--- src/hw/gxs_pkg.sv ---
// Package: index map, field layout, constants and carriers of the bank
package gxs_pkg;

  // Register indices on the data port
  localparam logic [5:0] IDX_PASSWORD = 6'h05;
  localparam logic [5:0] IDX_RANGE_LO = 6'h05;
  localparam logic [5:0] IDX_RANGE_HI = 6'h37;
  localparam logic [5:0] IDX_SCRATCH0 = 6'h0F;
  localparam logic [5:0] IDX_SCRATCH1 = 6'h10;
  localparam logic [5:0] IDX_POWER = 6'h11;
  localparam logic [5:0] IDX_C0_RED = 6'h14;
  localparam logic [5:0] IDX_C0_GREEN = 6'h15;
  localparam logic [5:0] IDX_C0_BLUE = 6'h16;
  localparam logic [5:0] IDX_C1_RED = 6'h17;
  localparam logic [5:0] IDX_C1_GREEN = 6'h18;
  localparam logic [5:0] IDX_C1_BLUE = 6'h19;
  localparam logic [5:0] IDX_HSTART_LO = 6'h1A;
  localparam logic [5:0] IDX_HSTART_HI = 6'h1B;
  localparam logic [5:0] IDX_HPRESET = 6'h1C;
  localparam logic [5:0] IDX_VSTART_LO = 6'h1D;
  localparam logic [5:0] IDX_VSTART_HI = 6'h1E;
  localparam logic [5:0] IDX_VPRESET = 6'h1F;
  localparam logic [5:0] IDX_LBASE_LO = 6'h20;
  localparam logic [5:0] IDX_LBASE_HI = 6'h21;
  localparam logic [5:0] IDX_TIMERS = 6'h22;
  localparam logic [5:0] IDX_MISC3 = 6'h23;
  localparam logic [5:0] IDX_FB_LOC = 6'h24;
  localparam logic [5:0] IDX_SCRATCH2 = 6'h25;
  localparam logic [5:0] IDX_ENGINE0 = 6'h26;
  localparam logic [5:0] IDX_ENGINE1 = 6'h27;
  localparam logic [5:0] IDX_MCLK0 = 6'h28;
  localparam logic [5:0] IDX_MCLK1 = 6'h29;
  localparam logic [5:0] IDX_PCLK0 = 6'h2A;
  localparam logic [5:0] IDX_PCLK1 = 6'h2B;
  localparam logic [5:0] IDX_CQ_BASE = 6'h2C;

  // Password behaviour
  localparam logic [7:0] UNLOCK_KEY = 8'h86;
  localparam logic [7:0] ID_UNLOCKED = 8'hA1;
  localparam logic [7:0] ID_LOCKED = 8'h21;
  localparam logic [7:0] RESET_VALUE = 8'h00;

  // Writable-bit masks
  localparam logic [7:0] MASK_FULL = 8'hFF;
  localparam logic [7:0] MASK_POWER = 8'hF3;
  localparam logic [7:0] MASK_SIX = 8'h3F;
  localparam logic [7:0] MASK_THREE = 8'h07;
  localparam logic [7:0] MASK_VSTART_HI = 8'hF7;
  localparam logic [7:0] MASK_SEVEN = 8'h7F;
  localparam logic [7:0] MASK_ENGINE1 = 8'hFF;
  localparam logic [7:0] MASK_NONE = 8'h00;

  // Power register bit positions
  localparam int PWR_SUSPEND = 7;
  localparam int PWR_STANDBY = 6;
  localparam int PWR_VMEM_WAKE = 5;
  localparam int PWR_KBD_WAKE = 4;
  localparam int PWR_LINK_DATA = 1;
  localparam int PWR_LINK_CLOCK = 0;

  // Scaled values
  localparam logic [4:0] TIMER_STEP_MIN = 5'h02;
  localparam logic [3:0] DELAY_BASE_NS = 4'h4;
  localparam logic [2:0] RAS_PRE_MCLK_FAST = 3'h3;
  localparam logic [2:0] RAS_PRE_MCLK_SLOW = 3'h4;
  localparam logic [3:0] DRAM_CYCLE_MCLK_FAST = 4'h7;
  localparam logic [3:0] DRAM_CYCLE_MCLK_SLOW = 4'h8;
  localparam logic [31:0] APERTURE_MIN_BYTES = 32'h0008_0000;
  localparam int FB_UNIT_SHIFT_32 = 18;
  localparam int FB_UNIT_SHIFT_64 = 19;
  localparam int LBASE_LO_SHIFT = 19;
  localparam logic [1:0] WIDTH_CODE_INVALID = 2'h3;
  localparam logic LINK_IDLE_LEVEL = 1'b1;

  typedef struct packed {
    logic force_suspend;
    logic force_standby;
    logic vmem_wake_en;
    logic kbd_cursor_wake_en;
    logic [4:0] suspend_minutes;
    logic [4:0] standby_minutes;
  } gxs_power_t;

  typedef struct packed {
    logic [5:0] c0_red;
    logic [5:0] c0_green;
    logic [5:0] c0_blue;
    logic [5:0] c1_red;
    logic [5:0] c1_green;
    logic [5:0] c1_blue;
    logic [10:0] hstart;
    logic [10:0] vstart;
    logic [5:0] hpreset;
    logic [5:0] vpreset;
    logic [3:0] pattern_sel;
    logic compat_visible;
  } gxs_cursor_t;

  typedef struct packed {
    logic [31:0] base;
    logic [1:0] size_code;
    logic [31:0] size_bytes;
    logic [31:0] fb_offset;
  } gxs_aperture_t;

  typedef struct packed {
    logic crc_en;
    logic edo_en;
    logic bypass_sram;
    logic [3:0] ctl_delay_ns;
    logic text_page_hit_en;
    logic dac_power_down;
    logic burst_write_en;
    logic continuous_access_en;
    logic req_grant_sync;
    logic [2:0] ras_precharge_mclk;
    logic [3:0] dram_cycle_mclk;
    logic swap_col_strobes;
  } gxs_memctl_t;

  typedef struct packed {
    logic cmd_queue_en;
    logic engine_prog_en;
    logic [1:0] screen_width_code;
    logic screen_width_invalid;
    logic [3:0] screen_start_hi;
    logic [6:0] cmd_queue_base;
  } gxs_engine_t;

  typedef struct packed {
    logic divide_by_2;
    logic [7:0] numerator;
    logic [5:0] denominator;
    logic [2:0] post_scale;
    logic vco_high_gain;
  } gxs_synth_t;

  // Writable bits of each index; zero means unmapped
  function automatic logic [7:0] reg_mask(input logic [5:0] idx);
    case (idx)
      IDX_SCRATCH0, IDX_SCRATCH1, IDX_SCRATCH2: reg_mask = MASK_FULL;
      IDX_POWER: reg_mask = MASK_POWER;
      IDX_C0_RED, IDX_C0_GREEN, IDX_C0_BLUE: reg_mask = MASK_SIX;
      IDX_C1_RED, IDX_C1_GREEN, IDX_C1_BLUE: reg_mask = MASK_SIX;
      IDX_HPRESET, IDX_VPRESET: reg_mask = MASK_SIX;
      IDX_HSTART_LO, IDX_VSTART_LO, IDX_LBASE_LO: reg_mask = MASK_FULL;
      IDX_HSTART_HI: reg_mask = MASK_THREE;
      IDX_VSTART_HI: reg_mask = MASK_VSTART_HI;
      IDX_LBASE_HI, IDX_CQ_BASE: reg_mask = MASK_SEVEN;
      IDX_TIMERS, IDX_MISC3, IDX_FB_LOC: reg_mask = MASK_FULL;
      IDX_ENGINE0, IDX_ENGINE1: reg_mask = MASK_ENGINE1;
      IDX_MCLK0, IDX_MCLK1, IDX_PCLK0, IDX_PCLK1: reg_mask = MASK_FULL;
      default: reg_mask = MASK_NONE;
    endcase
  endfunction

endpackage

--- src/hw/gxs_pin_sync.sv ---
// Three-stage synchroniser for the monitor link pin levels
`timescale 1ns/1ns
module gxs_pin_sync (
  input wire logic clk,
  input wire logic rst_n,
  input wire logic [1:0] pin_in,
  output logic [1:0] level
);

  for (genvar g = 0; g < 2; g++) begin : g_bit
    logic s1;
    logic s2;
    logic s3;
    always_ff @(posedge clk or negedge rst_n) begin
      if (!rst_n) begin
        s1 <= gxs_pkg::LINK_IDLE_LEVEL;
        s2 <= gxs_pkg::LINK_IDLE_LEVEL;
        s3 <= gxs_pkg::LINK_IDLE_LEVEL;
      end else begin
        s1 <= pin_in[g];
        s2 <= s1;
        s3 <= s2;
      end
    end
    // A new level is taken only once two late stages agree
    always_ff @(posedge clk or negedge rst_n) begin
      if (!rst_n) begin
        level[g] <= gxs_pkg::LINK_IDLE_LEVEL;
      end else if (s2 == s3) begin
        level[g] <= s3;
      end
    end
  end

endmodule // gxs_pin_sync

--- src/hw/gxs_ext_regs.sv ---
// Extended configuration register bank behind an index/data port pair
// Behaviour
// A 6-bit index written at the index port selects the data port target.
// Key 86h at the password index unlocks the bank; other values lock it.
// Three scratch registers store and return any byte, no side effect.
// Power bits 7 and 6 force suspend and standby while set.
// Power bits 5 and 4 enable memory and keyboard/cursor wake sources.
// Power bit 1 drives the link data line; reads return the line level.
// Power bit 0 drives the link clock line; reads return its level.
// Six cursor colour registers hold 6-bit components; bits 7:6 unused.
// Cursor horizontal start is 11 bits: low byte plus bits 2:0 above.
// Cursor vertical start is 11 bits: low byte plus bits 2:0 above.
// 4-bit pattern select in upper nibble; 6-bit horizontal, vertical presets.
// Aperture base bits 26:19 from one register, 31:27 from next bits 4:0.
// Aperture size code 00..11 selects 512 KB, 1 MB, 2 MB, 4 MB.
// Timer register: suspend upper nibble, standby lower, two minutes per step.
// Misc bit 7 drives the general output, inverted under negative polarity.
// Misc bits 6..3: CRC, EDO, SRAM bypass, compatible cursor visibility.
// Misc bits 2:0 select control delay from 4 ns to 11 ns.
// Frame buffer location counts 256 KB units, 512 KB on 64-bit memory.
// Engine 0 bit 2 gives 4-clock precharge, bit 1 gives 8-clock cycle.
// Engine 0 carries page-hit, DAC power-down, burst, access, sync, swap.
// Engine 1: queue enable, engine programming enable, start bits 19:16.
// 2-bit screen width code selects 1024/2048/4096; code 11 invalid.
// Clock synthesisers take numerator code+1 and a divide-by-two bit.
// Clock synthesisers take denominator code+1, post-scale 1..4, VCO gain.
// Reserved bits read zero and ignore writes; registers reset to zero, synchronised link levels to one.
`timescale 1ns/1ns
module gxs_ext_regs (
  input wire logic clk,
  input wire logic rst_n,
  input wire logic io_wr,
  input wire logic io_rd,
  input wire logic io_data_sel,
  input wire logic [7:0] io_wdata,
  output logic [7:0] io_rdata,
  output logic io_rdata_valid,
  input wire logic gpio_polarity_neg,
  input wire logic mem_bus_64,
  output logic gpio_out,
  input wire logic monitor_link_data_in,
  output logic monitor_link_data_out,
  output logic monitor_link_data_oe_n,
  input wire logic monitor_link_clock_in,
  output logic monitor_link_clock_out,
  output logic monitor_link_clock_oe_n,
  output gxs_pkg::gxs_power_t power,
  output gxs_pkg::gxs_cursor_t cursor,
  output gxs_pkg::gxs_aperture_t aperture,
  output gxs_pkg::gxs_memctl_t memctl,
  output gxs_pkg::gxs_engine_t engine,
  output gxs_pkg::gxs_synth_t mem_clk_synth,
  output gxs_pkg::gxs_synth_t pixel_clk_synth
);

  logic [5:0] index;
  logic unlocked;
  logic [7:0] regs [0:63];
  logic [1:0] link_level;
  logic [7:0] next_rdata;
  logic data_wr;

  assign data_wr = io_wr && io_data_sel;

  gxs_pin_sync u_pin_sync (
    .clk(clk),
    .rst_n(rst_n),
    .pin_in({monitor_link_data_in, monitor_link_clock_in}),
    .level(link_level)
  );

  // Index port
  always_ff @(posedge clk or negedge rst_n) begin
    if (!rst_n) begin
      index <= '0;
    end else if (io_wr && !io_data_sel) begin
      index <= io_wdata[5:0];
    end
  end

  // Password lock
  always_ff @(posedge clk or negedge rst_n) begin
    if (!rst_n) begin
      unlocked <= 1'b0;
    end else if (data_wr && index == gxs_pkg::IDX_PASSWORD) begin
      unlocked <= (io_wdata == gxs_pkg::UNLOCK_KEY);
    end
  end

  // Storage; unmapped indices have an all-zero mask and hold nothing
  for (genvar g = 0; g < 64; g++) begin : g_reg
    localparam logic [5:0] IDX = 6'(g);
    always_ff @(posedge clk or negedge rst_n) begin
      if (!rst_n) begin
        regs[g] <= gxs_pkg::RESET_VALUE;
      end else if (data_wr && unlocked && index == IDX) begin
        regs[g] <= io_wdata & gxs_pkg::reg_mask(IDX);
      end
    end
  end

  // Read path
  always_comb begin
    next_rdata = '0;
    if (!io_data_sel) begin
      next_rdata = {2'b00, index};
    end else if (index == gxs_pkg::IDX_PASSWORD) begin
      next_rdata = unlocked ? gxs_pkg::ID_UNLOCKED : gxs_pkg::ID_LOCKED;
    end else if (unlocked) begin
      next_rdata = regs[index] & gxs_pkg::reg_mask(index);
      if (index == gxs_pkg::IDX_POWER) begin
        next_rdata[gxs_pkg::PWR_LINK_DATA] = link_level[1];
        next_rdata[gxs_pkg::PWR_LINK_CLOCK] = link_level[0];
      end
    end
  end

  always_ff @(posedge clk or negedge rst_n) begin
    if (!rst_n) begin
      io_rdata <= '0;
      io_rdata_valid <= 1'b0;
    end else begin
      io_rdata_valid <= io_rd;
      if (io_rd) begin
        io_rdata <= next_rdata;
      end
    end
  end

  // Open-drain link lines: a written 0 pulls the line low
  assign monitor_link_data_out = 1'b0;
  assign monitor_link_clock_out = 1'b0;
  assign monitor_link_data_oe_n =
    regs[gxs_pkg::IDX_POWER][gxs_pkg::PWR_LINK_DATA];
  assign monitor_link_clock_oe_n =
    regs[gxs_pkg::IDX_POWER][gxs_pkg::PWR_LINK_CLOCK];

  // Power management
  always_comb begin
    power.force_suspend = regs[gxs_pkg::IDX_POWER][7];
    power.force_standby = regs[gxs_pkg::IDX_POWER][6];
    power.vmem_wake_en = regs[gxs_pkg::IDX_POWER][5];
    power.kbd_cursor_wake_en = regs[gxs_pkg::IDX_POWER][4];
    power.suspend_minutes = 5'(regs[gxs_pkg::IDX_TIMERS][7:4]
      * gxs_pkg::TIMER_STEP_MIN);
    power.standby_minutes = 5'(regs[gxs_pkg::IDX_TIMERS][3:0]
      * gxs_pkg::TIMER_STEP_MIN);
  end

  // Cursor
  always_comb begin
    cursor.c0_red = regs[gxs_pkg::IDX_C0_RED][5:0];
    cursor.c0_green = regs[gxs_pkg::IDX_C0_GREEN][5:0];
    cursor.c0_blue = regs[gxs_pkg::IDX_C0_BLUE][5:0];
    cursor.c1_red = regs[gxs_pkg::IDX_C1_RED][5:0];
    cursor.c1_green = regs[gxs_pkg::IDX_C1_GREEN][5:0];
    cursor.c1_blue = regs[gxs_pkg::IDX_C1_BLUE][5:0];
    cursor.hstart = {regs[gxs_pkg::IDX_HSTART_HI][2:0],
      regs[gxs_pkg::IDX_HSTART_LO]};
    cursor.vstart = {regs[gxs_pkg::IDX_VSTART_HI][2:0],
      regs[gxs_pkg::IDX_VSTART_LO]};
    cursor.hpreset = regs[gxs_pkg::IDX_HPRESET][5:0];
    cursor.vpreset = regs[gxs_pkg::IDX_VPRESET][5:0];
    cursor.pattern_sel = regs[gxs_pkg::IDX_VSTART_HI][7:4];
    cursor.compat_visible = regs[gxs_pkg::IDX_MISC3][3];
  end

  // Linear aperture and frame buffer
  always_comb begin
    aperture.base = {regs[gxs_pkg::IDX_LBASE_HI][4:0],
      regs[gxs_pkg::IDX_LBASE_LO], 19'h0};
    aperture.size_code = regs[gxs_pkg::IDX_LBASE_HI][6:5];
    aperture.size_bytes = gxs_pkg::APERTURE_MIN_BYTES
      << aperture.size_code;
    aperture.fb_offset = mem_bus_64 ?
      32'(regs[gxs_pkg::IDX_FB_LOC]) << gxs_pkg::FB_UNIT_SHIFT_64 :
      32'(regs[gxs_pkg::IDX_FB_LOC]) << gxs_pkg::FB_UNIT_SHIFT_32;
  end

  // General output pin
  assign gpio_out = regs[gxs_pkg::IDX_MISC3][7] ^ gpio_polarity_neg;

  // Memory control
  always_comb begin
    memctl.crc_en = regs[gxs_pkg::IDX_MISC3][6];
    memctl.edo_en = regs[gxs_pkg::IDX_MISC3][5];
    memctl.bypass_sram = regs[gxs_pkg::IDX_MISC3][4];
    memctl.ctl_delay_ns = gxs_pkg::DELAY_BASE_NS
      + {1'b0, regs[gxs_pkg::IDX_MISC3][2:0]};
    memctl.text_page_hit_en = regs[gxs_pkg::IDX_ENGINE0][7];
    memctl.dac_power_down = regs[gxs_pkg::IDX_ENGINE0][6];
    memctl.burst_write_en = regs[gxs_pkg::IDX_ENGINE0][5];
    memctl.continuous_access_en = regs[gxs_pkg::IDX_ENGINE0][4];
    memctl.req_grant_sync = regs[gxs_pkg::IDX_ENGINE0][3];
    memctl.ras_precharge_mclk = regs[gxs_pkg::IDX_ENGINE0][2] ?
      gxs_pkg::RAS_PRE_MCLK_SLOW : gxs_pkg::RAS_PRE_MCLK_FAST;
    memctl.dram_cycle_mclk = regs[gxs_pkg::IDX_ENGINE0][1] ?
      gxs_pkg::DRAM_CYCLE_MCLK_SLOW : gxs_pkg::DRAM_CYCLE_MCLK_FAST;
    memctl.swap_col_strobes = regs[gxs_pkg::IDX_ENGINE0][0];
  end

  // Drawing engine
  always_comb begin
    engine.cmd_queue_en = regs[gxs_pkg::IDX_ENGINE1][7];
    engine.engine_prog_en = regs[gxs_pkg::IDX_ENGINE1][6];
    engine.screen_width_code = regs[gxs_pkg::IDX_ENGINE1][5:4];
    engine.screen_width_invalid = regs[gxs_pkg::IDX_ENGINE1][5:4]
      == gxs_pkg::WIDTH_CODE_INVALID;
    engine.screen_start_hi = regs[gxs_pkg::IDX_ENGINE1][3:0];
    engine.cmd_queue_base = regs[gxs_pkg::IDX_CQ_BASE][6:0];
  end

  // Clock synthesiser parameters, codes turned into values
  function automatic gxs_pkg::gxs_synth_t synth(input logic [7:0] r0,
                                                input logic [7:0] r1);
    gxs_pkg::gxs_synth_t s;
    s.divide_by_2 = r0[7];
    s.numerator = {1'b0, r0[6:0]} + 8'h01;
    s.vco_high_gain = r1[7];
    s.post_scale = {1'b0, r1[6:5]} + 3'h1;
    s.denominator = {1'b0, r1[4:0]} + 6'h01;
    return s;
  endfunction

  assign mem_clk_synth =
    synth(regs[gxs_pkg::IDX_MCLK0], regs[gxs_pkg::IDX_MCLK1]);
  assign pixel_clk_synth =
    synth(regs[gxs_pkg::IDX_PCLK0], regs[gxs_pkg::IDX_PCLK1]);

  // Checks
  property p_index_held;
    @(posedge clk) disable iff (!rst_n)
    io_wr && !io_data_sel |=> index == $past(io_wdata[5:0]);
  endproperty
  a_index_held: assert property (p_index_held)
    else $error("index port readback wrong");

  property p_unlock;
    @(posedge clk) disable iff (!rst_n)
    data_wr && index == gxs_pkg::IDX_PASSWORD
      |=> unlocked == ($past(io_wdata) == gxs_pkg::UNLOCK_KEY);
  endproperty
  a_unlock: assert property (p_unlock)
    else $error("lock state does not follow password write");

  property p_locked_no_write;
    @(posedge clk) disable iff (!rst_n)
    data_wr && !unlocked |=> $stable(regs[gxs_pkg::IDX_SCRATCH0])
      && $stable(regs[gxs_pkg::IDX_TIMERS]);
  endproperty
  a_locked_no_write: assert property (p_locked_no_write)
    else $error("write landed while bank locked");

  property p_scratch;
    @(posedge clk) disable iff (!rst_n)
    data_wr && unlocked && index == gxs_pkg::IDX_SCRATCH2
      |=> regs[gxs_pkg::IDX_SCRATCH2] == $past(io_wdata);
  endproperty
  a_scratch: assert property (p_scratch)
    else $error("scratch register did not store the byte");

  property p_suspend;
    @(posedge clk) disable iff (!rst_n)
    data_wr && unlocked && index == gxs_pkg::IDX_POWER
      |=> power.force_suspend == $past(io_wdata[7])
      && power.force_standby == $past(io_wdata[6]);
  endproperty
  a_suspend: assert property (p_suspend)
    else $error("forced power state not following write");

  property p_link_drive;
    @(posedge clk) disable iff (!rst_n)
    data_wr && unlocked && index == gxs_pkg::IDX_POWER
      |=> monitor_link_data_oe_n == $past(io_wdata[1])
      && monitor_link_clock_oe_n == $past(io_wdata[0]);
  endproperty
  a_link_drive: assert property (p_link_drive)
    else $error("link line drive not following write");

  property p_link_read;
    @(posedge clk) disable iff (!rst_n)
    io_rd && io_data_sel && unlocked && index == gxs_pkg::IDX_POWER
      |=> io_rdata[1:0] == $past(link_level);
  endproperty
  a_link_read: assert property (p_link_read)
    else $error("link level not returned on read");

  property p_reserved_zero;
    @(posedge clk) disable iff (!rst_n)
    io_rd && io_data_sel && index == gxs_pkg::IDX_C1_BLUE
      |=> io_rdata[7:6] == 2'b00;
  endproperty
  a_reserved_zero: assert property (p_reserved_zero)
    else $error("reserved colour bits read nonzero");

  property p_gpio;
    @(posedge clk) disable iff (!rst_n)
    data_wr && unlocked && index == gxs_pkg::IDX_MISC3
      |=> gpio_out == ($past(io_wdata[7]) ^ gpio_polarity_neg);
  endproperty
  a_gpio: assert property (p_gpio)
    else $error("general output level wrong");

  property p_hstart;
    @(posedge clk) disable iff (!rst_n)
    data_wr && unlocked && index == gxs_pkg::IDX_HSTART_HI
      |=> cursor.hstart[10:8] == $past(io_wdata[2:0]);
  endproperty
  a_hstart: assert property (p_hstart)
    else $error("cursor start high bits wrong");

  property p_locked_read;
    @(posedge clk) disable iff (!rst_n)
    io_rd && io_data_sel && !unlocked && index != gxs_pkg::IDX_PASSWORD
      |=> io_rdata == 8'h00;
  endproperty
  a_locked_read: assert property (p_locked_read)
    else $error("locked bank returned data");

  property p_power_reserved;
    @(posedge clk) disable iff (!rst_n)
    io_rd && io_data_sel && unlocked && index == gxs_pkg::IDX_POWER
      |=> io_rdata[3:2] == 2'b00;
  endproperty
  a_power_reserved: assert property (p_power_reserved)
    else $error("reserved power bits read nonzero");

  // A low pin held two samples must reach the read level
  property p_link_sync;
    @(posedge clk) disable iff (!rst_n)
    $fell(monitor_link_data_in) ##1 !monitor_link_data_in
      |-> ##3 !link_level[1];
  endproperty
  a_link_sync: assert property (p_link_sync)
    else $error("link data level not taken from the pin");

  c_unlock: cover property (@(posedge clk) disable iff (!rst_n)
    !unlocked ##1 unlocked);
  c_link_low: cover property (@(posedge clk) disable iff (!rst_n)
    !monitor_link_clock_oe_n && io_rdata_valid);
  c_gpio_neg: cover property (@(posedge clk) disable iff (!rst_n)
    gpio_polarity_neg && gpio_out);
  c_relock: cover property (@(posedge clk) disable iff (!rst_n)
    unlocked ##1 !unlocked);
  c_line_held_low: cover property (@(posedge clk) disable iff (!rst_n)
    monitor_link_data_oe_n && !link_level[1]);

endmodule // gxs_ext_regs

--- config.mk ---
export PLATFORM = sky130hd
export DESIGN_NAME = gxs_ext_regs
export DESIGN_NICKNAME = d
export VERILOG_FILES = /design/src/hw/gxs_pkg.sv /design/src/hw/gxs_pin_sync.sv /design/src/hw/gxs_ext_regs.sv
export SDC_FILE = /design/constraint.sdc
export NUM_CORES = 1
export LEC_CHECK = 0
export BUFFER_PORTS_ARGS = -buffer_cell sky130_fd_sc_hd__clkbuf_2
export CORE_MARGIN = 2
export CORE_UTILIZATION = 50
export DETAILED_ROUTE_END_ITERATION = 16
export PLACE_DENSITY_LB_ADDON = 0.2
export SLEW_MARGIN = 20
export SYNTH_ARGS = -nofsm -noshare
export SYNTH_HDL_FRONTEND = slang
export SYNTH_HIERARCHICAL = 1
export SYNTH_SLANG_ARGS = --single-unit
--- constraint.sdc ---
create_clock -name clk -period 3.4 [get_ports clk]
set_input_delay 0.17 -clock clk [delete_from_list [all_inputs] [get_ports clk]]
set_output_delay 0.17 -clock clk [all_outputs]
set_load 0.005 [all_outputs]
# Yosys cells after proc, flatten, opt, wreduce, memory -nomap -nowiden
# Memory sizes are Yosys's and may differ from the RTL's.
# Cells that the tools add are included.
dict set report op_classes {
  add_sub_neg 7
  magnitude_cmp 1
  eq_ne 33
  reduce_logical 33
  n_shift 1
  muxes 14
  bitwise_logic 3
}
# cell n
set op_table {}
lappend op_table {{$eq A6 B5 Y1 const B} 14}
lappend op_table {{$eq A6 B6 Y1 const B} 13}
lappend op_table {{$mux W8} 9}
lappend op_table {{$bmux W8 S6} 1}
lappend op_table {{$logic_and A1 B1 Y1} 32}
lappend op_table {{$shl A20 B2 Y32 const A} 1}
lappend op_table {{$mux W27} 1}
lappend op_table {{$add A7 B1 Y8 const B} 2}
lappend op_table {{$add A5 B1 Y6 const B} 2}
lappend op_table {{$and A8 B8 Y8} 1}
lappend op_table {{$eq A8 B8 Y1 const B} 1}
lappend op_table {{$ge A7 B7 Y1 const B} 1}
lappend op_table {{$not A6 Y7} 1}
lappend op_table {{$add A2 B1 Y3 const B} 2}
lappend op_table {{$eq A6 B3 Y1 const B} 1}
lappend op_table {{$eq A6 B4 Y1 const B} 1}
lappend op_table {{$add A3 B3 Y4 const A} 1}
lappend op_table {{$mux W4} 1}
lappend op_table {{$mux W3} 1}
lappend op_table {{$eq A1 B1 Y1} 2}
lappend op_table {{$eq A2 B2 Y1 const B} 1}
lappend op_table {{$mux W2} 1}
lappend op_table {{$logic_not A1 Y1} 1}
lappend op_table {{$xor A1 B1 Y1} 1}
dict set report word_totals {
  mem_bits_ro 512
  wordCells 133
  reg_bits 222
  in_bits 17
  output_inout_bits 275
  mem_count 1
}
# name depth width read_ports rd_clocked_by_memory_dff wr line_no
set memory_table {}
lappend memory_table {{(no name shown)} 64 8 1 0 0 gxs_pkg.sv:140} ;# case (idx)

# Depth between registers and ports, before layout
# Gate-level depths: netlist of the first run.
dict set report logic_depth {
  depth_word 9
  ltp_mapped 11
  ltp_nobuf 7
}

# By module
# Netlist of the first run, hierarchy kept.
# mod area_per_inst_um2 instances cells_each seq_area_each_um2
set by_module_without_submodules {}
lappend by_module_without_submodules {gxs_ext_regs 12542.0 1 1056 5355.1}
lappend by_module_without_submodules {gxs_pin_sync 232.7 1 10 210.2}

# Least setup slack after synthesis of the first run
# OpenSTA, ideal clock, no wires.
dict set report synth_path {
  path_type {register to register}
  from {register index[0]}
  to {register io_rdata[7]}
  n_path_buf 4
  required_ns 3.270
  synth_period_minus_slack_ns 2.445
  slack_ns 0.955
  setup_ns 0.130
  t_arrival_ns 2.315
  path_stages_with_launch 12
  path_cell_list {dfrtp_1 > buf_6 > buf_4 > inv_1 > buf_2 > ha_1 > buf_1 > mux2_2 > a311oi_1 > nor3_1 > o21ai_0 > o21ai_0}
}
dict set report synth_via {
  elab_chain_len 8
  word_cells_on_any_way 13
  cone_classes {eq/ne (1); mux (9); bitwise (2); memory (1)}
}
# element line_no
set synth_lines {}
lappend synth_lines {{start: declaration} gxs_ext_regs.sv:56} ;# logic [5:0] index;
lappend synth_lines {{start signal: assignment} gxs_ext_regs.sv:77} ;# index <= io_wdata[5:0];
lappend synth_lines {{$mem_v2 Z64 W8 / $not A6 Y7 (equally long branches)} n/a}
lappend synth_lines {{$mux W8 / $bmux W8 S6 (equally long branches)} {gxs_ext_regs.sv:109, gxs_ext_regs.sv:110}}
lappend synth_lines {{$mux W8, on equally long branches} {gxs_ext_regs.sv:107, gxs_ext_regs.sv:110}}
lappend synth_lines {{$mux W8, on equally long branches} {gxs_ext_regs.sv:105, gxs_ext_regs.sv:110}}
lappend synth_lines {{$and A8 B8 Y8} gxs_ext_regs.sv:110} ;# next_rdata = regs[index] & gxs_pkg::reg_mask(index);
lappend synth_lines {{$mux W8} gxs_ext_regs.sv:109} ;# end else if (unlocked) begin
lappend synth_lines {{$mux W8 (*)} gxs_ext_regs.sv:107} ;# end else if (index == gxs_pkg::IDX_PASSWORD) begin
lappend synth_lines {{$mux W8 (*)} gxs_ext_regs.sv:105} ;# if (!io_data_sel) begin
lappend synth_lines {{end signal: assignment} gxs_ext_regs.sv:125} ;# io_rdata <= next_rdata;
lappend synth_lines {{end: declaration} gxs_ext_regs.sv:36} ;# output logic [7:0] io_rdata,
# Every way passes the cells marked *; elsewhere a longest branch is shown, timed or not. The select of a mux whose other input is x is not followed.
# A chain may end at the register's enable or synchronous reset.

# Worst setup path in the final report of the first run
dict set report layout_path {
  from {register index[1]}
  to {register io_rdata[0]}
}
dict set report layout_via {
  elab_chain_len 9
  word_cells_on_any_way 15
  cone_classes {eq/ne (2); mux (10); bitwise (2); memory (1)}
}
# element line_no
set layout_lines {}
lappend layout_lines {{$mem_v2 Z64 W8 / $not A6 Y7 (equally long branches)} n/a}
lappend layout_lines {{$mux W8 / $bmux W8 S6 (equally long branches)} {gxs_ext_regs.sv:109, gxs_ext_regs.sv:110}}
lappend layout_lines {{$mux W8, on equally long branches} {gxs_ext_regs.sv:107, gxs_ext_regs.sv:110}}
lappend layout_lines {{$mux W8, on equally long branches} {gxs_ext_regs.sv:105, gxs_ext_regs.sv:110}}
lappend layout_lines {{$and A8 B8 Y8} gxs_ext_regs.sv:110}
lappend layout_lines {{$mux W2} gxs_ext_regs.sv:111} ;# if (index == gxs_pkg::IDX_POWER) begin
lappend layout_lines {{$mux W8} gxs_ext_regs.sv:109}
lappend layout_lines {{$mux W8 (*)} gxs_ext_regs.sv:107}
lappend layout_lines {{$mux W8 (*)} gxs_ext_regs.sv:105}
# Marks and branches as above.

==> results.yml, run 1 <==
worst_hold_path:
  hold_depth: 3
  hold_start: "io_wdata[2]"
  hp-class: "in -> reg"
yosys:
  synth_warnings: 6
  synth_cells: 1066
  synth-compound-area-share_pct: 5.00
  synth_ff_type: "dfrtp_1"
  netlist_area_mm2: 0.0128
  synth_cell_types: 70
  synth.largest_area_cell: "dfrtp_1"
  synth_most_common_cell: "buf_4"
  netlist_top_cells_area: "dfrtp_1 42%, mux2_2 19%, buf_4 13%"
  ys_ff_latch: 222
  netlist_top_cells_count: "216 x buf_4, 214 x dfrtp_1, 211 x mux2_2"
  yosysSeqAreaShare_pct: 43.6
  synth_top_area_share_pct: 41.9
  synthXorXnorAreaFrac_pct: 1.17
  post_synth_mux_area_share_pct: 25.7
  ys_async_sr_fraction_pct: 100
  synth_top_family_by_area: "multiplexers"
  synth_fa_ha_area_share_pct: 1.16
  syn_area_per_cell_um2: 12.0
  synth-simple-area-share_pct: 7.79
  synth_edf_count: 0
route:
  drt_iter0_drc: 582
  dr.pass1.iters: 4
  totalWireLength_um: 34600
  viasPerCell: 5.64
  vias: 8355
  drc: 0
  wl_per_cell_um: 23.4
  drtAntennaViolNets: 0
flow_run:
  drv_cap: 0
floorplanning:
  die_width_um: 164
  core-area_mm2: 0.0251
  dieArea_mm2: 0.0268
  start_util_pct: 50.9
  rows: 58
  top_level_ports: 292
  die_h_um: 164
power:
  p_per_area_mw_per_mm2: 436
  p_leak_nw: 6.97
  combPwrFrac_pct: 10.5
  vdd_ir_drop_max_mv: 0.304
  swShare_pct: 26.9
  p_clk_share_pct: 43.8
  p_int_mw: 4.37
  p_sw_mw: 1.60
  power_frac_seq_pct: 45.8
setup_path:
  regToRegStartpoint: "index[1]"
  crit_type: "reg -> reg"
  critPathLaunch: "index[1]"
  path_cells: "inv_1 -> ha_1 -> nor2_1 -> o21ai_1 -> nand2_1 -> and3_1 -> o41a_1"
  setup.worst_path.end_class: "flip-flop"
  cp-start-kind: "flip-flop"
  arrival_ns: 3.08
  cp_max_fo: 14
  crit_slowest_cell: "ha_1"
  crit_buf_inv: 1
  rr_worst_depth: 7
  required_ns: 3.80
  critical_path_depth: 7
  worst_path_largest_cell_delay_ns: 0.69
  path_delay_family: "adder cells"
clock_tree:
  clk_root_buffer_cell: "clkbuf_16"
  cts-resized-gates: 0
  clockBufferDepth: 3
  clk_latency_ns: 0.53
  cts.clk_slew.worst_paths_ns: 0.06
  cts_max_level: 1
  clock-sinks: 222
  cts_tree: "done"
  cts_buffers: 25
finish:
  multi_input_area_mm2: 0.00550
  diodes: 0
  drive_gt1_share_pct: 48.5
  nNetsFinal: 1159
  ff_latch_area_mm2: 0.00557
  syn_to_final_growth_pct: 7.15
  nFillCells: 2192
  fin_cells: 1481
grt:
  grt_antenna_before_repair: 0
  grt_pass1_wl_um: 51600
  grt_pass1_vias: 8104
  grt_max_degree: 110
  gr-usage-all-layers_pct: 25.7
  grt_overflow: 0
status:
  status: "finished, final reports clean"
sta:
  rsz0062_at_grt: "no"
  slew_headroom_pct: 42.6
  period_share_pct: 78.9
  hold_ws_ns: 0.129
  report.final.setup_viol: 0
  skew_ns: 0.0103
  period_needed_ns: 2.68
  setup_tns_ns: 0
  tightestPinTransition_ns: 0.861
  drv_slew: 0
  hold_viol: 0
  fmax_mhz: 373
placement:
  io_buffer_count: 217
  placedCellCount: 1430
  dp_hpwl_um: 24300
  place.gp.congestion: 0.942
## final cells by class
type / count / area share (%)
Sequential cell: 222 / 40.7
Multi-Input combinational cell: 622 / 40.2
Timing Repair Buffer: 246 / 9.87
Clock buffer: 36 / 5.38
Tap cell: 330 / 3.02
Clock inverter: 10 / 0.457
Inverter: 15 / 0.411
## worst reg2reg max path, cell delays in order, from the launching register on
cell,delay [ns]
dfrtp_2,0.42
inv_1,0.35
ha_1,0.69
nor2_1,0.13
o21ai_1,0.24
nand2_1,0.11
and3_1,0.20
o41a_1,0.41
## path summary, 6_finish.rpt
| check | endpoint | slack (ns) |
|---|---|---|
| max in group asynchronous | u_pin_sync/g_bit[1].s3 | 2.16 |
| min in group asynchronous | regs[186] | 0.31 |
| setup reg to reg | io_rdata[0] | 0.72 |
| hold / removal | index[2] | 0.13 |
| setup / recovery | io_rdata[0] | 0.72 |
| hold reg to reg | u_pin_sync/g_bit[0].s2 | 0.35 |
## layer usage
| metal | track usage [%] | routed length [um] | part of all wire [%] | up-vias |
|---|---|---|---|---|
| li1 | - | - | - | 3643 |
| met1 | 37.0 | 15300 | 44 | 4280 |
| met2 | 39.9 | 16000 | 46 | 368 |
| met3 | 4.19 | 2270 | 6.6 | 64 |
| met4 | 8.01 | 1080 | 3.1 | 0 |
| met5 | 0 | 0 | 0 | - |
## power by group through the flow
stage	sequential [mW]	combinational, mW	clock (mW)
final	2.73	0.625	2.61
after global routing	2.74	0.675	2.77
after CTS	2.73	0.622	2.65
after detailed placement	2.78	0.616	0
after global placement	2.78	0.619	0
after floorplan	2.74	0.476	0
## cells in the final DEF (no fill, tap or decap), types with 12 or more instances in the layout
master     Yosys  final
o21ai_0       34     34
inv_1         13     13
mux2_2       211    211
dfrtp_1      214    212
and3_1        14     14
nand3_1       32     32
mux4_2        32     32
nor2_1        19     18
nand2_1       36     36
conb_1         1     74
mux2i_1       19     19
clkbuf_2       0    216
buf_4        216     22
clkbuf_16      0     25
nor2b_1       12     12
## sequential cells by signal (all words and copies together) (netlist names), 4 cells and up
signal	count
engine	15
memctl	9
aperture	15
power	4
index	6
cursor	75
regs	74
io_rdata	8
## metrics by stage
stage	worst slack [ns]	power [mW]	instance area [um2]	util, %
2_1_floorplan	0.955	3.21	13000	-
3_3_place_gp	0.768	3.40	12800	51.1
3_5_place_dp	0.781	3.40	12800	51.1
4_1_cts	0.749	6.01	13700	54.5
5_1_grt	0.658	6.18	13700	54.5
6_report	0.718	5.97	13700	54.5
## cell families (layout without fill, tap and decap cells)
| group | Yosys count | count (layout) |
|---|---|---|
| buffers and inverters | 295 | 307 |
| AND/OR/NAND/NOR | 162 | 162 |
| XOR/XNOR | 17 | 17 |
| AO/OA/AOI/OAI | 95 | 95 |
| flip-flops | 222 | 222 |
| multiplexers | 262 | 262 |
| adder cells (fa/ha/maj) | 12 | 12 |
| other | 1 | 74 |
## repair_timing
action / in CTS / in global routing
hold buffers: 5 / 0
setup buffers: 0 / 0
setup endpoints to repair: 0 / 0
endpoints found under the hold margin: 111 / 0
(Power assumes the default switching activity.)
==> run 2: changes to the inputs <==
Clock period 3.4 ns to 2.4 ns, I/O delays scaled along.
==> results.yml, run 2 (synthesis results as in run 1) <==
status:
  status: "finished, final reports clean"
finish:
  diodes: 0
  nFillCells: 2196
  final_common_cell: "clkbuf_2"
  mostFrequentLayoutCells: "216 x clkbuf_2, 212 x dfrtp_1, 211 x mux2_2, 74 x conb_1, 51 x buf_4"
  largest_reg_flops: 75
  nNetsFinal: 1196
  syn_to_final_growth_pct: 10.3
  drive_gt1_share_pct: 49.6
grt:
  grt_pass1_wl_um: 52400
  grt_overflow: 0
  gr-usage-all-layers_pct: 26.2
  grt_pass1_vias: 8443
  grt_antenna_before_repair: 0
  grt_max_degree: 74
placement:
  io_buffer_count: 217
  dp_hpwl_um: 25300
  place.gp.congestion: 0.948
setup_path:
  reg2reg_slack_ns: 0.09
  required_ns: 2.80
  cp_max_fo: 24
  critPathLaunch: "index[0]"
  rr_worst_depth: 7
  arrival_ns: 2.71
  crit_type: "reg -> reg"
  cp-start-kind: "flip-flop"
  r2r-end: "unlocked"
  regToRegStartpoint: "index[0]"
  setup.worst_path.end_class: "flip-flop"
  crit_end: "unlocked"
clock_tree:
  cts_max_level: 1
  clock-sinks: 222
  clk_root_buffer_cell: "clkbuf_16"
  cts_buffers: 25
  cts.clk_slew.worst_paths_ns: 0.06
  cts_tree: "done"
  clk_latency_ns: 0.54
  clockBufferDepth: 3
sta:
  setup_tns_ns: 0
  slew_headroom_pct: 55.9
  rsz0062_at_grt: "no"
  period_share_pct: 96.2
  report.final.setup_viol: 0
  tightestPinTransition_ns: 0.653
  hold_viol: 0
  drv_slew: 0
  skew_ns: 0.0284
  fmax_mhz: 433
  period_needed_ns: 2.31
route:
  viasPerCell: 5.59
  drc: 0
  dr.pass1.iters: 5
  totalWireLength_um: 35100
  drt_iter0_drc: 593
  vias: 8481
  wl_per_cell_um: 23.1
  drtAntennaViolNets: 0
floorplanning:
  dieArea_mm2: 0.0268
  core-area_mm2: 0.0251
  rows: 58
  die_h_um: 164
  top_level_ports: 292
  die_width_um: 164
  start_util_pct: 50.9
worst_hold_path:
  hp-class: "in -> async"
power:
  vdd_ir_drop_max_mv: 0.427
  p_per_area_mw_per_mm2: 627
  power.total_mw: 8.83
  p_leak_nw: 7.19
flow_run:
  drv_cap: 0
## run 2: cell count changes in the layout (fill, tap and decap cells not counted), sizes merged
cell         change
buf             +34
clkinv           -5
clkbuf           +2
bufinv           +3
clkinvlp         -1
dlygate4sd3      +3
## run 2: stage by stage
step / instances / worst slack, ns / util, % / hold WS (ns) / cell area (um2)
2_1_floorplan: 1139 / 0.0452 / - / -0.176 / 13100
3_3_place_gp: 1464 / 0.181 / 52.4 / 0.134 / 13200
3_5_place_dp: 1464 / 0.191 / 52.4 / 0.140 / 13200
4_1_cts: 1517 / 0.0870 / 56.1 / 0.154 / 14100
5_1_grt: 1517 / 0.0276 / 56.1 / 0.196 / 14100
6_report: 1517 / 0.0905 / 56.1 / 0.148 / 14100
## run 2: what timing repair did
action                                  in CTS  in global routing
hold buffers                                 8                  0
buffers inserted                             0                  0
endpoints found under the setup margin       0                  1
gates resized for setup                      0                  1
hold endpoints to repair                    75                  0
## run 2: where the power goes
part           switching [mW]  leakage (nW)  internal (mW)
clock                    1.56         0.414           2.42
combinational           0.667          3.74          0.350
sequential             0.0482          3.04           3.79
total                    2.27          7.19           6.56
## run 2: final cells by class
cell class / instances / area (um2) / area share (%)
sequential: 222 / 5570 / 39.5
multi-input combinational: 622 / 5500 / 39.0
timing repair buffer: 283 / 1700 / 12.1
clock buffer: 38 / 734 / 5.21
tap: 330 / 413 / 2.93
clock inverter: 7 / 116 / 0.826
inverter: 15 / 56.3 / 0.400
## run 2: worst min-delay path by stage
stage	startpoint	endpoint	slack [ns]	cells after the start
6_report	rst_n	regs[189]	0.15	2
5_1_grt	rst_n	regs[189]	0.20	2
4_1_cts	io_data_sel	io_rdata[6]	0.15	4
3_5_place_dp	rst_n	regs[189]	0.14	1
3_3_place_gp	rst_n	regs[185]	0.13	1
2_1_floorplan	rst_n	aperture[64]	-0.18	0
## run 2: worst max-delay path, cell delays in order, from the launching register on
cell           delay, ns
dfrtp_4             0.45
buf_12              0.22
ha_2                0.28
buf_4               0.18
nand3_1             0.16
o21ai_0             0.19
o31ai_1             0.09
dlygate4sd3_1       0.57
## run 2: metal layers
layer,track usage [%],share of wire (%),up-vias
met1,37.7,44,4332
met5,0,0,-
met3,4.92,7.3,68
li1,-,-,3712
met2,40.1,45,369
met4,8.25,2.9,0
==> run 3: changes to the inputs <==
Settings changed: CORE_MARGIN 2 to 10.
==> results.yml, run 3 (synthesis results as in run 1) <==
status:
  status: "finished, final reports clean"
power:
  swShare_pct: 25.8
  p_clk_share_pct: 43.6
  combPwrFrac_pct: 11.8
  p_sw_mw: 2.22
  power_frac_seq_pct: 44.6
  p_per_area_mw_per_mm2: 614
  power.total_mw: 8.62
  vdd_ir_drop_max_mv: 0.434
  p_int_mw: 6.40
  p_leak_nw: 7.19
finish:
  design_area_mm2: 0.0140
  nFillCells: 2183
  mostFrequentLayoutCells: "216 x clkbuf_2, 212 x dfrtp_1, 211 x mux2_2, 74 x conb_1, 54 x buf_4"
  drive_gt1_share_pct: 50.0
  fin_util_pct: 55.8
  diodes: 0
  nNetsFinal: 1197
  largest_reg_flops: 75
  ff_latch_area_mm2: 0.00557
  syn_to_final_growth_pct: 9.98
  multi_input_area_mm2: 0.00550
  final_common_cell: "clkbuf_2"
  fin_cells: 1517
clock_tree:
  cts_buffers: 25
  cts-resized-gates: 0
  clk_latency_ns: 0.52
  cts_max_level: 1
  clock-sinks: 222
  clockBufferDepth: 3
  cts_tree: "done"
  cts.clk_slew.worst_paths_ns: 0.06
  post-cts-setup-buffers: 0
  clk_root_buffer_cell: "clkbuf_16"
sta:
  drv_slew: 0
  hold_ws_ns: 0.0686
  hold_viol: 0
  fin_ws_ns: 0.190
  rsz0062_at_grt: "no"
  period_needed_ns: 2.21
  fmax_mhz: 452
  setup_tns_ns: 0
  tightestPinTransition_ns: 0.658
  period_share_pct: 92.1
  report.final.setup_viol: 0
  slew_headroom_pct: 55.5
  skew_ns: 0.0128
placement:
  place_ws_ns: 0.204
  io_buffer_count: 217
  placedCellCount: 1467
  dpl_cell_area_mm2: 0.0132
  dp_hpwl_um: 27800
  place.gp.congestion: 1.00
grt:
  grt_overflow: 0
  grt_antenna_before_repair: 0
  grt_pass1_wl_um: 56800
  gr-usage-all-layers_pct: 22.4
  grt_pass1_vias: 8776
  grt_max_degree: 69
setup_path:
  crit_type: "reg -> reg"
  critPathLaunch: "index[5]"
  regToRegStartpoint: "index[5]"
  cp-start-kind: "flip-flop"
  required_ns: 2.79
  setup.worst_path.end_class: "flip-flop"
  cp_max_fo: 13
  arrival_ns: 2.60
floorplanning:
  die_width_um: 180
  dieArea_mm2: 0.0323
  start_util_pct: 50.7
  core-area_mm2: 0.0252
  rows: 58
  top_level_ports: 292
  die_h_um: 180
route:
  viasPerCell: 5.54
  wl_per_cell_um: 24.6
  totalWireLength_um: 37300
  drt_iter0_drc: 696
  drc: 0
  dr.pass1.iters: 6
  drtAntennaViolNets: 0
  vias: 8401
worst_hold_path:
  hp-class: "in -> reg"
  hold_start: "io_data_sel"
flow_run:
  drv_cap: 0
==> run 3: power groups by stage <==
stage	Clock (mW)	Combinational (mW)	Sequential, mW
6_report	3.75	1.02	3.84
5_1_grt	3.98	1.10	3.85
4_1_cts	3.82	1.02	3.84
3_5_place_dp	0	1.01	3.91
3_3_place_gp	0	1.01	3.91
2_1_floorplan	0	0.676	3.88
==> run 3: critical path, cell delays in order, from the launching register on <==
cell and delay, ns:
dfrtp_1 0.54, nand2b_1 0.28, nor2_1 0.26, buf_4 0.18, nand3_1 0.39, mux2_2 0.43
==> run 3: path summary, 6_finish.rpt <==
kind                       slack [ns]  cells past startpoint                endpoint
max                              0.19                      5               regs[376]
min                              0.07                      3                unlocked
max reg2reg                      0.19                      5               regs[376]
min reg2reg                      0.36                      0  u_pin_sync/g_bit[1].s2
max in group asynchronous        1.46                      3  u_pin_sync/g_bit[0].s1
min in group asynchronous        0.18                      2              cursor[70]
==> run 3: what timing repair did <==
item / CTS / global route
endpoints found under the hold margin: 69 / 0
hold buffers: 6 / 0
endpoints found under the setup margin: 0 / 0
==> run 3: final cells by class <==
class / instances / share of cell area [%]
Sequential cell: 222 / 39.6
Inverter: 15 / 0.401
Clock buffer: 37 / 5.34
Multi-Input combinational cell: 622 / 39.1
Timing Repair Buffer: 284 / 12.1
Clock inverter: 7 / 0.427
Tap cell: 330 / 2.94
==> run 3: metal layers <==
| layer | track usage (%) | up-vias | routed length (um) |
|---|---|---|---|
| met2 | 35.0 | 335 | 17400 |
| met3 | 6.53 | 43 | 3150 |
| li1 | - | 3717 | - |
| met4 | 4.63 | 0 | 609 |
| met5 | 0 | - | 0 |
| met1 | 30.2 | 4306 | 16200 |
